<file path="config.mk">
export PLATFORM = sky130hd
export DESIGN_NAME = rtc_core
export DESIGN_NICKNAME = d
export VERILOG_FILES = /design/src/design/rtc_pkg.sv /design/src/design/rtc_core.sv /design/src/design/rtc_pin_sync.sv
export VERILOG_INCLUDE_DIRS = /design/src /design/src/design
export SDC_FILE = /design/constraint.sdc
export NUM_CORES = 1
export LEC_CHECK = 0
export ABC_AREA = 0
export ABC_CLOCK_PERIOD_IN_PS = 14500
export BUFFER_PORTS_ARGS = -buffer_cell sky130_fd_sc_hd__buf_4
export CAP_MARGIN = 0
export CORE_AREA = 2 2 348 178
export DETAILED_ROUTE_END_ITERATION = 16
export DIE_AREA = 0 0 350 180
export GPL_TIMING_DRIVEN = 1
export PLACE_DENSITY = 0.46
export REMOVE_ABC_BUFFERS = 1
export SLEW_MARGIN = 15
export SYNTH_ARGS = -nofsm -noshare
export SYNTH_HDL_FRONTEND = slang
export SYNTH_SLANG_ARGS = --single-unit
</file>
<file path="constraint.sdc">
create_clock -name CORE_CLK_I -period 14.5 [get_ports CORE_CLK_I]
set_input_delay 2.9 -clock CORE_CLK_I [delete_from_list [all_inputs] [get_ports CORE_CLK_I]]
set_output_delay 2.9 -clock CORE_CLK_I [all_outputs]
set_load 0.01 [all_outputs]
</file>
<file path="src/design/rtc_cfg.svh">
`ifndef RTC_CFG_SVH
`define RTC_CFG_SVH
// register word addresses (byte address bits [5:2])
`define RTC_A_SEC 4'h0
`define RTC_A_MIN 4'h1
`define RTC_A_HRS 4'h2
`define RTC_A_DOW 4'h3
`define RTC_A_DOM 4'h4
`define RTC_A_MON 4'h5
`define RTC_A_YR 4'h6
`define RTC_A_CEN 4'h7
`define RTC_A_ASEC 4'h8
`define RTC_A_AMIN 4'h9
`define RTC_A_AHRS 4'hA
`define RTC_A_ADOW 4'hB
`define RTC_A_ACTRL 4'hC
`define RTC_A_CTRL 4'hD
// control register bits
`define RTC_B_UNLOCK 0
`define RTC_B_SLOW 1
`define RTC_B_FREQ_SEL 2
`define RTC_B_BCD 3
`define RTC_B_IRQ_EN 4
`define RTC_B_ALARM 5
`define RTC_CTRL_RST 8'h00
// divider terminal counts, minus one
`define RTC_XTAL_HZ 32768
`define RTC_XTAL_TC 16'h7FFF
`define RTC_L50_TC 16'h0031
`define RTC_L60_TC 16'h003B
// field limits in binary
`define RTC_MAX_SEC 8'h3B
`define RTC_MAX_HRS 8'h17
`define RTC_MAX_DOW 8'h07
`define RTC_MAX_MON 8'h0C
`define RTC_MAX_YR 8'h63
`endif

</file>
<file path="src/design/rtc_pkg.sv">
package rtc_pkg;
    typedef logic [7:0] rtc_byte_type;
    typedef enum logic [1:0] {
        RTC_IDLE = 2'b01,
        RTC_ACK = 2'b10
    } rtc_bus_state_type;
endpackage : rtc_pkg

</file>
<file path="src/design/rtc_core.sv">
`timescale 1ns/1ps
`include "rtc_cfg.svh"
// Notes on behaviour
// - separate counts for seconds, minutes, hours, weekday, day, month, year, century.
// - hours run 0 to 23 and wrap, no morning/afternoon bit.
// - one format bit chooses binary or BCD for counts and alarms.
// - day of month rolls at true month length, leap February included.
// - alarm set-points for seconds, minutes, hours, weekday, each enabled.
// - alarm raised only when all enabled fields equal the count.
// - alarm flag always set; interrupt only when interrupt enable is one.
// - reading the control register clears flag and pending interrupt.
// - alarm registers are writable regardless of the unlock bit.
// - alarm compare happens each time the count advances, once a second.
// - writing zero to unlock forces an alarm compare immediately.
// - count source is crystal tick or line signal on oscillator pin.
// - divider turns crystal, 50 Hz or 60 Hz into one advance per second.
// - any control register write resets the seconds divider.
// - after power loss counts undefined and alarm enables cleared.
// - clearing unlock resets divider and restarts counting.
// - unlocked halts counting and opens counts; locked counts, read-only.
// - system reset leaves unlock clear, clock locked and counting.
// - system reset leaves the time count registers untouched.
module rtc_core
    import rtc_pkg::*;
(
    input wire logic CORE_CLK_I,
    input wire logic RST_N_I,
    input wire logic POR_N_I,
    input wire logic XTAL_TICK_I,
    input wire logic OSC_OUTPUT_PIN_I,
    input wire logic WB_CYC_I,
    input wire logic WB_STB_I,
    input wire logic WB_WE_I,
    input wire logic [5:2] WB_ADR_I,
    input wire logic [3:0] WB_SEL_I,
    input wire logic [31:0] WB_DAT_I,
    output logic [31:0] WB_DAT_O,
    output logic WB_ACK_O,
    output logic ALARM_IRQ_O
);
    import rtc_pkg::*;

    // time counts: no system reset, kept across RST_N_I
    rtc_pkg::rtc_byte_type sec, min, hrs, dow, dom, mon, yr, cen;
    rtc_pkg::rtc_byte_type a_sec, a_min, a_hrs, a_dow;
    logic [3:0] a_en;
    logic [7:0] ctrl;
    logic alarm_flag;
    logic [15:0] div_cnt;
    logic cmp_pend;
    rtc_bus_state_type bus_state;

    logic unlock;
    logic line_src;
    logic bcd;
    logic line_rise;
    logic src_tick;
    logic [15:0] div_tc;
    logic div_done;
    logic adv;
    logic req;
    logic wr;
    logic rd;
    logic wr_ctrl;
    logic rd_ctrl;
    logic wr_cnt;
    logic [7:0] wdat;
    logic match;
    logic [7:0] rdat;
    logic [7:0] dom_last;
    logic sec_wrap;
    logic min_wrap;
    logic hrs_wrap;
    logic dom_wrap;
    logic mon_wrap;
    logic yr_wrap;
    logic wr_sec;
    logic wr_min;
    logic wr_hrs;
    logic wr_dow;
    logic wr_dom;
    logic wr_mon;
    logic wr_yr;
    logic wr_cen;
    logic wr_asec;
    logic wr_amin;
    logic wr_ahrs;
    logic wr_adow;
    logic wr_aen;

    // binary <-> BCD conversion
    function automatic logic [7:0] to_bin(input logic [7:0] v, input logic b);
        logic [7:0] t;
        t = {4'h0, v[7:4]};
        to_bin = b ? 8'((t << 3) + (t << 1) + {4'h0, v[3:0]}) : v;
    endfunction : to_bin

    function automatic logic [7:0] to_fmt(input logic [7:0] v, input logic b);
        logic [7:0] t;
        logic [7:0] u;
        t = v / 8'd10;
        u = v - 8'((t << 3) + (t << 1));
        to_fmt = b ? {t[3:0], u[3:0]} : v;
    endfunction : to_fmt

    // advance a field held in the current format, wrap to lo after hi
    function automatic logic [7:0] step(input logic [7:0] v, input logic [7:0] lo,
                                        input logic [7:0] hi, input logic b);
        logic [7:0] n;
        n = to_bin(v, b);
        step = (n >= hi) ? to_fmt(lo, b) : to_fmt(8'(n + 8'h01), b);
    endfunction : step

    function automatic logic [7:0] month_days(input logic [7:0] m, input logic [7:0] y,
                                              input logic [7:0] c);
        logic leap;
        leap = (y[1:0] == 2'b00) && ((y != 8'h00) || (c[1:0] == 2'b00));
        case (m)
            8'h02: month_days = leap ? 8'h1D : 8'h1C;
            8'h04, 8'h06, 8'h09, 8'h0B: month_days = 8'h1E;
            default: month_days = 8'h1F;
        endcase
    endfunction : month_days

    rtc_pin_sync u_line_sync (
        .CORE_CLK_I(CORE_CLK_I),
        .RST_N_I(RST_N_I),
        .pin_i(OSC_OUTPUT_PIN_I),
        .rise_o(line_rise)
    );

    assign unlock = ctrl[`RTC_B_UNLOCK];
    assign line_src = ctrl[`RTC_B_SLOW];
    assign bcd = ctrl[`RTC_B_BCD];
    assign src_tick = line_src ? line_rise : XTAL_TICK_I;
    assign div_tc = !line_src ? `RTC_XTAL_TC :
                    (ctrl[`RTC_B_FREQ_SEL] ? `RTC_L60_TC : `RTC_L50_TC);
    assign div_done = src_tick && (div_cnt == div_tc);
    assign adv = div_done && !unlock;

    assign req = WB_CYC_I && WB_STB_I && (bus_state == RTC_IDLE);
    // writes land at the edge that sees ack high, while the master still holds
    assign wr = WB_CYC_I && WB_STB_I && WB_WE_I && WB_SEL_I[0] && (bus_state == RTC_ACK);
    assign rd = req && !WB_WE_I;
    assign wr_ctrl = wr && (WB_ADR_I == `RTC_A_CTRL);
    assign rd_ctrl = rd && (WB_ADR_I == `RTC_A_CTRL);
    assign wr_cnt = wr && unlock && (WB_ADR_I <= `RTC_A_CEN);
    assign wdat = WB_DAT_I[7:0];

    // one write strobe per register
    assign wr_sec = wr_cnt && (WB_ADR_I == `RTC_A_SEC);
    assign wr_min = wr_cnt && (WB_ADR_I == `RTC_A_MIN);
    assign wr_hrs = wr_cnt && (WB_ADR_I == `RTC_A_HRS);
    assign wr_dow = wr_cnt && (WB_ADR_I == `RTC_A_DOW);
    assign wr_dom = wr_cnt && (WB_ADR_I == `RTC_A_DOM);
    assign wr_mon = wr_cnt && (WB_ADR_I == `RTC_A_MON);
    assign wr_yr = wr_cnt && (WB_ADR_I == `RTC_A_YR);
    assign wr_cen = wr_cnt && (WB_ADR_I == `RTC_A_CEN);
    assign wr_asec = wr && (WB_ADR_I == `RTC_A_ASEC);
    assign wr_amin = wr && (WB_ADR_I == `RTC_A_AMIN);
    assign wr_ahrs = wr && (WB_ADR_I == `RTC_A_AHRS);
    assign wr_adow = wr && (WB_ADR_I == `RTC_A_ADOW);
    assign wr_aen = wr && (WB_ADR_I == `RTC_A_ACTRL);

    // carries ripple only on an advance
    assign dom_last = month_days(to_bin(mon, bcd), to_bin(yr, bcd), to_bin(cen, bcd));
    assign sec_wrap = adv && (to_bin(sec, bcd) >= `RTC_MAX_SEC);
    assign min_wrap = sec_wrap && (to_bin(min, bcd) >= `RTC_MAX_SEC);
    assign hrs_wrap = min_wrap && (to_bin(hrs, bcd) >= `RTC_MAX_HRS);
    assign dom_wrap = hrs_wrap && (to_bin(dom, bcd) >= dom_last);
    assign mon_wrap = dom_wrap && (to_bin(mon, bcd) >= `RTC_MAX_MON);
    assign yr_wrap = mon_wrap && (to_bin(yr, bcd) >= `RTC_MAX_YR);

    assign match = (!a_en[0] || a_sec == sec) && (!a_en[1] || a_min == min) &&
                   (!a_en[2] || a_hrs == hrs) && (!a_en[3] || a_dow == dow) &&
                   (a_en != 4'h0);

    always_comb begin
        case (WB_ADR_I)
            `RTC_A_SEC: rdat = sec;
            `RTC_A_MIN: rdat = min;
            `RTC_A_HRS: rdat = hrs;
            `RTC_A_DOW: rdat = {4'h0, dow[3:0]};
            `RTC_A_DOM: rdat = dom;
            `RTC_A_MON: rdat = mon;
            `RTC_A_YR: rdat = yr;
            `RTC_A_CEN: rdat = cen;
            `RTC_A_ASEC: rdat = a_sec;
            `RTC_A_AMIN: rdat = a_min;
            `RTC_A_AHRS: rdat = a_hrs;
            `RTC_A_ADOW: rdat = a_dow;
            `RTC_A_ACTRL: rdat = {4'h0, a_en};
            `RTC_A_CTRL: rdat = {ctrl[7:6], alarm_flag, ctrl[4:0]};
            default: rdat = 8'h00;
        endcase
    end

    // bus slave: ack one cycle after request, then one idle cycle
    always_ff @(posedge CORE_CLK_I or negedge RST_N_I) begin
        if (!RST_N_I) begin
            bus_state <= RTC_IDLE;
            WB_ACK_O <= 1'b0;
            WB_DAT_O <= 32'h0000_0000;
        end else begin
            case (bus_state)
                RTC_IDLE: begin
                    WB_ACK_O <= req;
                    if (req) begin
                        bus_state <= RTC_ACK;
                        WB_DAT_O <= {24'h00_0000, rdat};
                    end
                end
                RTC_ACK: begin
                    WB_ACK_O <= 1'b0;
                    bus_state <= RTC_IDLE;
                end
                default: begin
                    WB_ACK_O <= 1'b0;
                    bus_state <= RTC_IDLE;
                end
            endcase
        end
    end

    // control, divider, alarm flag
    always_ff @(posedge CORE_CLK_I or negedge RST_N_I) begin
        if (!RST_N_I) begin
            ctrl <= `RTC_CTRL_RST;
            div_cnt <= 16'h0000;
            alarm_flag <= 1'b0;
            cmp_pend <= 1'b0;
        end else begin
            if (wr_ctrl) begin
                ctrl <= {wdat[7:6], 1'b0, wdat[4:0]};
            end
            if (wr_ctrl || unlock) begin
                div_cnt <= 16'h0000;
            end else if (div_done) begin
                div_cnt <= 16'h0000;
            end else if (src_tick) begin
                div_cnt <= 16'(div_cnt + 16'h0001);
            end
            // compare after the count or unlock-clear has settled
            cmp_pend <= adv || (wr_ctrl && !wdat[`RTC_B_UNLOCK]);
            if (cmp_pend && match) begin
                alarm_flag <= 1'b1;
            end else if (rd_ctrl) begin
                alarm_flag <= 1'b0;
            end
        end
    end

    assign ALARM_IRQ_O = alarm_flag && ctrl[`RTC_B_IRQ_EN];

    // alarm registers: power-on reset only, writable at any time
    always_ff @(posedge CORE_CLK_I or negedge POR_N_I) begin
        if (!POR_N_I) begin
            a_en <= 4'h0;
            a_sec <= 8'h00;
            a_min <= 8'h00;
            a_hrs <= 8'h00;
            a_dow <= 8'h00;
        end else begin
            if (wr_asec) begin
                a_sec <= wdat;
            end
            if (wr_amin) begin
                a_min <= wdat;
            end
            if (wr_ahrs) begin
                a_hrs <= wdat;
            end
            if (wr_adow) begin
                a_dow <= {4'h0, wdat[3:0]};
            end
            if (wr_aen) begin
                a_en <= wdat[3:0];
            end
        end
    end

    // time counts: no reset at all, survive RST_N_I
    always_ff @(posedge CORE_CLK_I) begin
        if (wr_sec) begin
            sec <= wdat;
        end else if (adv) begin
            sec <= step(sec, 8'h00, `RTC_MAX_SEC, bcd);
        end
    end

    always_ff @(posedge CORE_CLK_I) begin
        if (wr_min) begin
            min <= wdat;
        end else if (sec_wrap) begin
            min <= step(min, 8'h00, `RTC_MAX_SEC, bcd);
        end
    end

    always_ff @(posedge CORE_CLK_I) begin
        if (wr_hrs) begin
            hrs <= wdat;
        end else if (min_wrap) begin
            hrs <= step(hrs, 8'h00, `RTC_MAX_HRS, bcd);
        end
    end

    always_ff @(posedge CORE_CLK_I) begin
        if (wr_dow) begin
            dow <= {4'h0, wdat[3:0]};
        end else if (hrs_wrap) begin
            dow <= step(dow, 8'h01, `RTC_MAX_DOW, bcd);
        end
    end

    always_ff @(posedge CORE_CLK_I) begin
        if (wr_dom) begin
            dom <= wdat;
        end else if (hrs_wrap) begin
            dom <= step(dom, 8'h01, dom_last, bcd);
        end
    end

    always_ff @(posedge CORE_CLK_I) begin
        if (wr_mon) begin
            mon <= wdat;
        end else if (dom_wrap) begin
            mon <= step(mon, 8'h01, `RTC_MAX_MON, bcd);
        end
    end

    always_ff @(posedge CORE_CLK_I) begin
        if (wr_yr) begin
            yr <= wdat;
        end else if (mon_wrap) begin
            yr <= step(yr, 8'h00, `RTC_MAX_YR, bcd);
        end
    end

    always_ff @(posedge CORE_CLK_I) begin
        if (wr_cen) begin
            cen <= wdat;
        end else if (yr_wrap) begin
            cen <= step(cen, 8'h00, `RTC_MAX_YR, bcd);
        end
    end
endmodule : rtc_core

</file>
<file path="src/design/rtc_pin_sync.sv">
`timescale 1ns/1ps
// three-stage synchroniser with agreement filter
module rtc_pin_sync (
    input wire logic CORE_CLK_I,
    input wire logic RST_N_I,
    input wire logic pin_i,
    output logic rise_o
);
    logic s1;
    logic s2;
    logic s3;
    logic level;
    assign rise_o = (s2 == s3) && s3 && !level;
    always_ff @(posedge CORE_CLK_I or negedge RST_N_I) begin
        if (!RST_N_I) begin
            s1 <= 1'b0;
            s2 <= 1'b0;
            s3 <= 1'b0;
            level <= 1'b0;
        end else begin
            s1 <= pin_i;
            s2 <= s1;
            s3 <= s2;
            if (s2 == s3) begin
                level <= s3;
            end
        end
    end
endmodule : rtc_pin_sync

</file>
==> reports/metrics.yaml <==
critPathArrivalTime_ns: 7.69
start_kind: "flop"
finalInstanceArea_um2: 17900
post_cts_buffers: 0
finalNetCount: 2166
synth_area_leaders: "edfxtp_1, dfrtp_1, ha_1"
path_class: "reg -> reg"
synth_area_leader_cell: "edfxtp_1"
grt_first_pass_wirelength_um: 88400
seq_area_frac_synth_pct: 22.2
critical_path.max_stage_delay_ns: 0.97
syn-cell-area_um2: 16600
insertion_delay_ns: 0.45
ys_seq_elements: 136
clkTransAtPathRegs_ns: 0.06
finalPower_uw: 941
yosysWarnings: 0
fmax_ghz: 0.133
finalSetupTns_ns: 0
dpl-instance-area_um2: 17400
ir_drop_uv: 68.6
start_util_pct: 27.6
place_ws_ns: 7.11
finalCriticalPeriod_ns: 7.54
drc: 0
clkSinkCount: 136
path_cells: "buf_4 -> buf_4 -> mux2_2 -> ha_1 -> nor2b_1 -> a2111oi_0 -> o211ai_1 -> and2_0 -> nand2_1 -> and3_1 -> o21ai_0 -> mux2i_1 -> nor2_1 -> ha_1 -> nand2_1 -> or2_2 -> mux2i_1 -> o22ai_1 -> a221oi_2 -> o21ai_1 -> ha_1 -> xnor2_1 -> a21oi_1 -> o31ai_1"
cts_resized: 0
htreeDepth: 4
cts_tree: "built"
drtAntennaViolNets: 0
largest_register: "div_cnt"
skew_ns: 0.0135
largest_reg_flops: 16
avgSynthCellArea_um2: 8.15
drt_first_pass_iters: 5
die_w_um: 350
layout_commonest_cell: "nand2_1"
synth_edf_count: 60
cts-root-buf: "clkbuf_16"
p_leak_nw: 7.30
fillers: 6459
hold_path_class: "reg -> reg"
portBuffers: 30
path_max_fanout: 84
cp_top_family: "compound AO/OA/AOI/OAI gates"
cts-buffers-inserted: 17
drt_iter0_markers: 1670
num_vias: 15945
layout_common_cells: "nand2_1, nor2_1, a21oi_1, o21ai_0, ha_1"
max_slew_margin_pct: 18.1
finalSetupViolations: 0
drv_cap: 0
viasPerCell: 5.62
grt_usage_pct: 17.9
outcome: "complete, no violations"
dieHeight_um: 180
die_area_um2: 63000
area_delta_synth_final_pct: 8.07
io-pin-count: 82
cellPowerDensity_nw_per_um2: 52.4
wirelength_um: 57400
layout_setup_ws_ns: 6.96
worst_pin_slew_ns: 1.22
synth_top_flop_cell: "dfrtp_1"
grt_max_degree: 85
synth_async_sr_flop_share_pct: 52.9
clock_tree.buffer_depth: 2
cp_slowest_cell: "dfrtp_4"
rsz0062_at_grt: "false"
gp_congestion: 0.933
maxSlewViolCount: 0
yosysTopAreaCellShare_pct: 10.8
endpoint_kind: "flop"
antenna_found_initial: 3
drive_above_1_share_pct: 10.2
diodes: 0
crit_required_ns: 14.66
overflow: 0
finalNonFillerCells: 2837
wl_per_cell_um: 20.2
synth_cells: 2038
cp_common_cell: "ha_1"
num_rows: 64
post-route-period-util_pct: 52.0
grt_pass1_vias: 14243
worst-path-buf-inv: 2
core-area_um2: 60100
dp_cells: 2805
ys_types: 123
hpwl_um: 44400
ctsHoldBuffers: 0
final_hold_viol_count: 0
[stage by stage]
step | util, % | hold slack (ns)
6_report | 29.8 | 0.350
5_1_grt | 29.8 | 0.361
4_1_cts | 29.8 | 0.351
3_5_place_dp | 28.9 | 0.337
3_3_place_gp | 28.9 | 0.332
2_1_floorplan | - | 0.331
[cells by family (layout without fill, tap and decap cells)]
| group | after synthesis | in the layout | share of synthesized area (%) |
|---|---|---|---|
| and+or+nand+nor | 747 | 747 | 23.2 |
| AOI/OAI and AO/OA | 600 | 600 | 25.3 |
| buffers and inverters | 212 | 163 | 6.16 |
| DFF | 136 | 136 | 22.2 |
| adders and majority gates | 122 | 122 | 9.88 |
| xor gates and xnor gates | 116 | 116 | 6.25 |
| muxes | 104 | 104 | 6.98 |
| other | 1 | 24 | 0.0226 |
[final cells by class]
type                            count  area [µm²]  area share [%]
Multi-Input combinational cell   1713       12000            66.9
Timing Repair Buffer               46         345            1.92
Clock inverter                     12        87.6           0.488
Clock buffer                       20         468            2.61
Sequential cell                   136        3690            20.6
Tap cell                          825        1030            5.75
Inverter                           85         319            1.78
[synth_stat cells, types with 14 or more instances]
cell type	n
xnor2_1	82
nand3_1	66
clkbuf_1	62
buf_4	28
and2_1	17
o31ai_1	24
buf_2	14
a22oi_1	22
nand2b_1	28
edfxtp_1	60
a21oi_1	106
nor2b_1	20
nor3_1	54
nor4_1	18
o211ai_1	27
nand3b_1	33
nor2_1	138
nand4_1	24
dfrtp_1	71
xor2_1	31
o21a_1	17
a21o_1	29
and3_1	48
o21ai_0	108
fa_1	16
or2_2	15
mux2i_1	36
inv_1	82
or3_1	14
o21ai_1	23
nand2_1	218
o22ai_1	18
a211oi_1	28
mux2_2	60
ha_1	103
a31oi_1	27
a221oi_1	15
[path summary, 6_finish.rpt]
path	startpoint	to	slack (ns)	cells past startpoint
hold reg to reg	u_line_sync.s1	u_line_sync.s2	0.35	0
max in group asynchronous	RST_N_I	ctrl[3]	11.65	1
setup / recovery	ctrl[3]	hrs[2]	6.96	24
hold / removal	u_line_sync.s1	u_line_sync.s2	0.35	0
min in group asynchronous	POR_N_I	a_sec[7]	2.41	1
setup reg to reg	ctrl[3]	hrs[2]	6.96	24
[power by group]
group	internal, mW	switching (mW)
Combinational	0.0350	0.0651
Sequential	0.414	0.0143
Clock	0.234	0.179
[routing by layer]
layer / GRT usage (%) / part of all wire (%) / wire length [µm] / vias to the layer above
met5: 0 / 0 / 0 / -
met4: 1.88 / 0.56 / 324 / 0
met3: 3.51 / 8.4 / 4820 / 27
met2: 21.4 / 35 / 20300 / 610
met1: 31.2 / 56 / 31900 / 7779
li1: - / - / - / 7529
(Power assumes the default switching activity.)
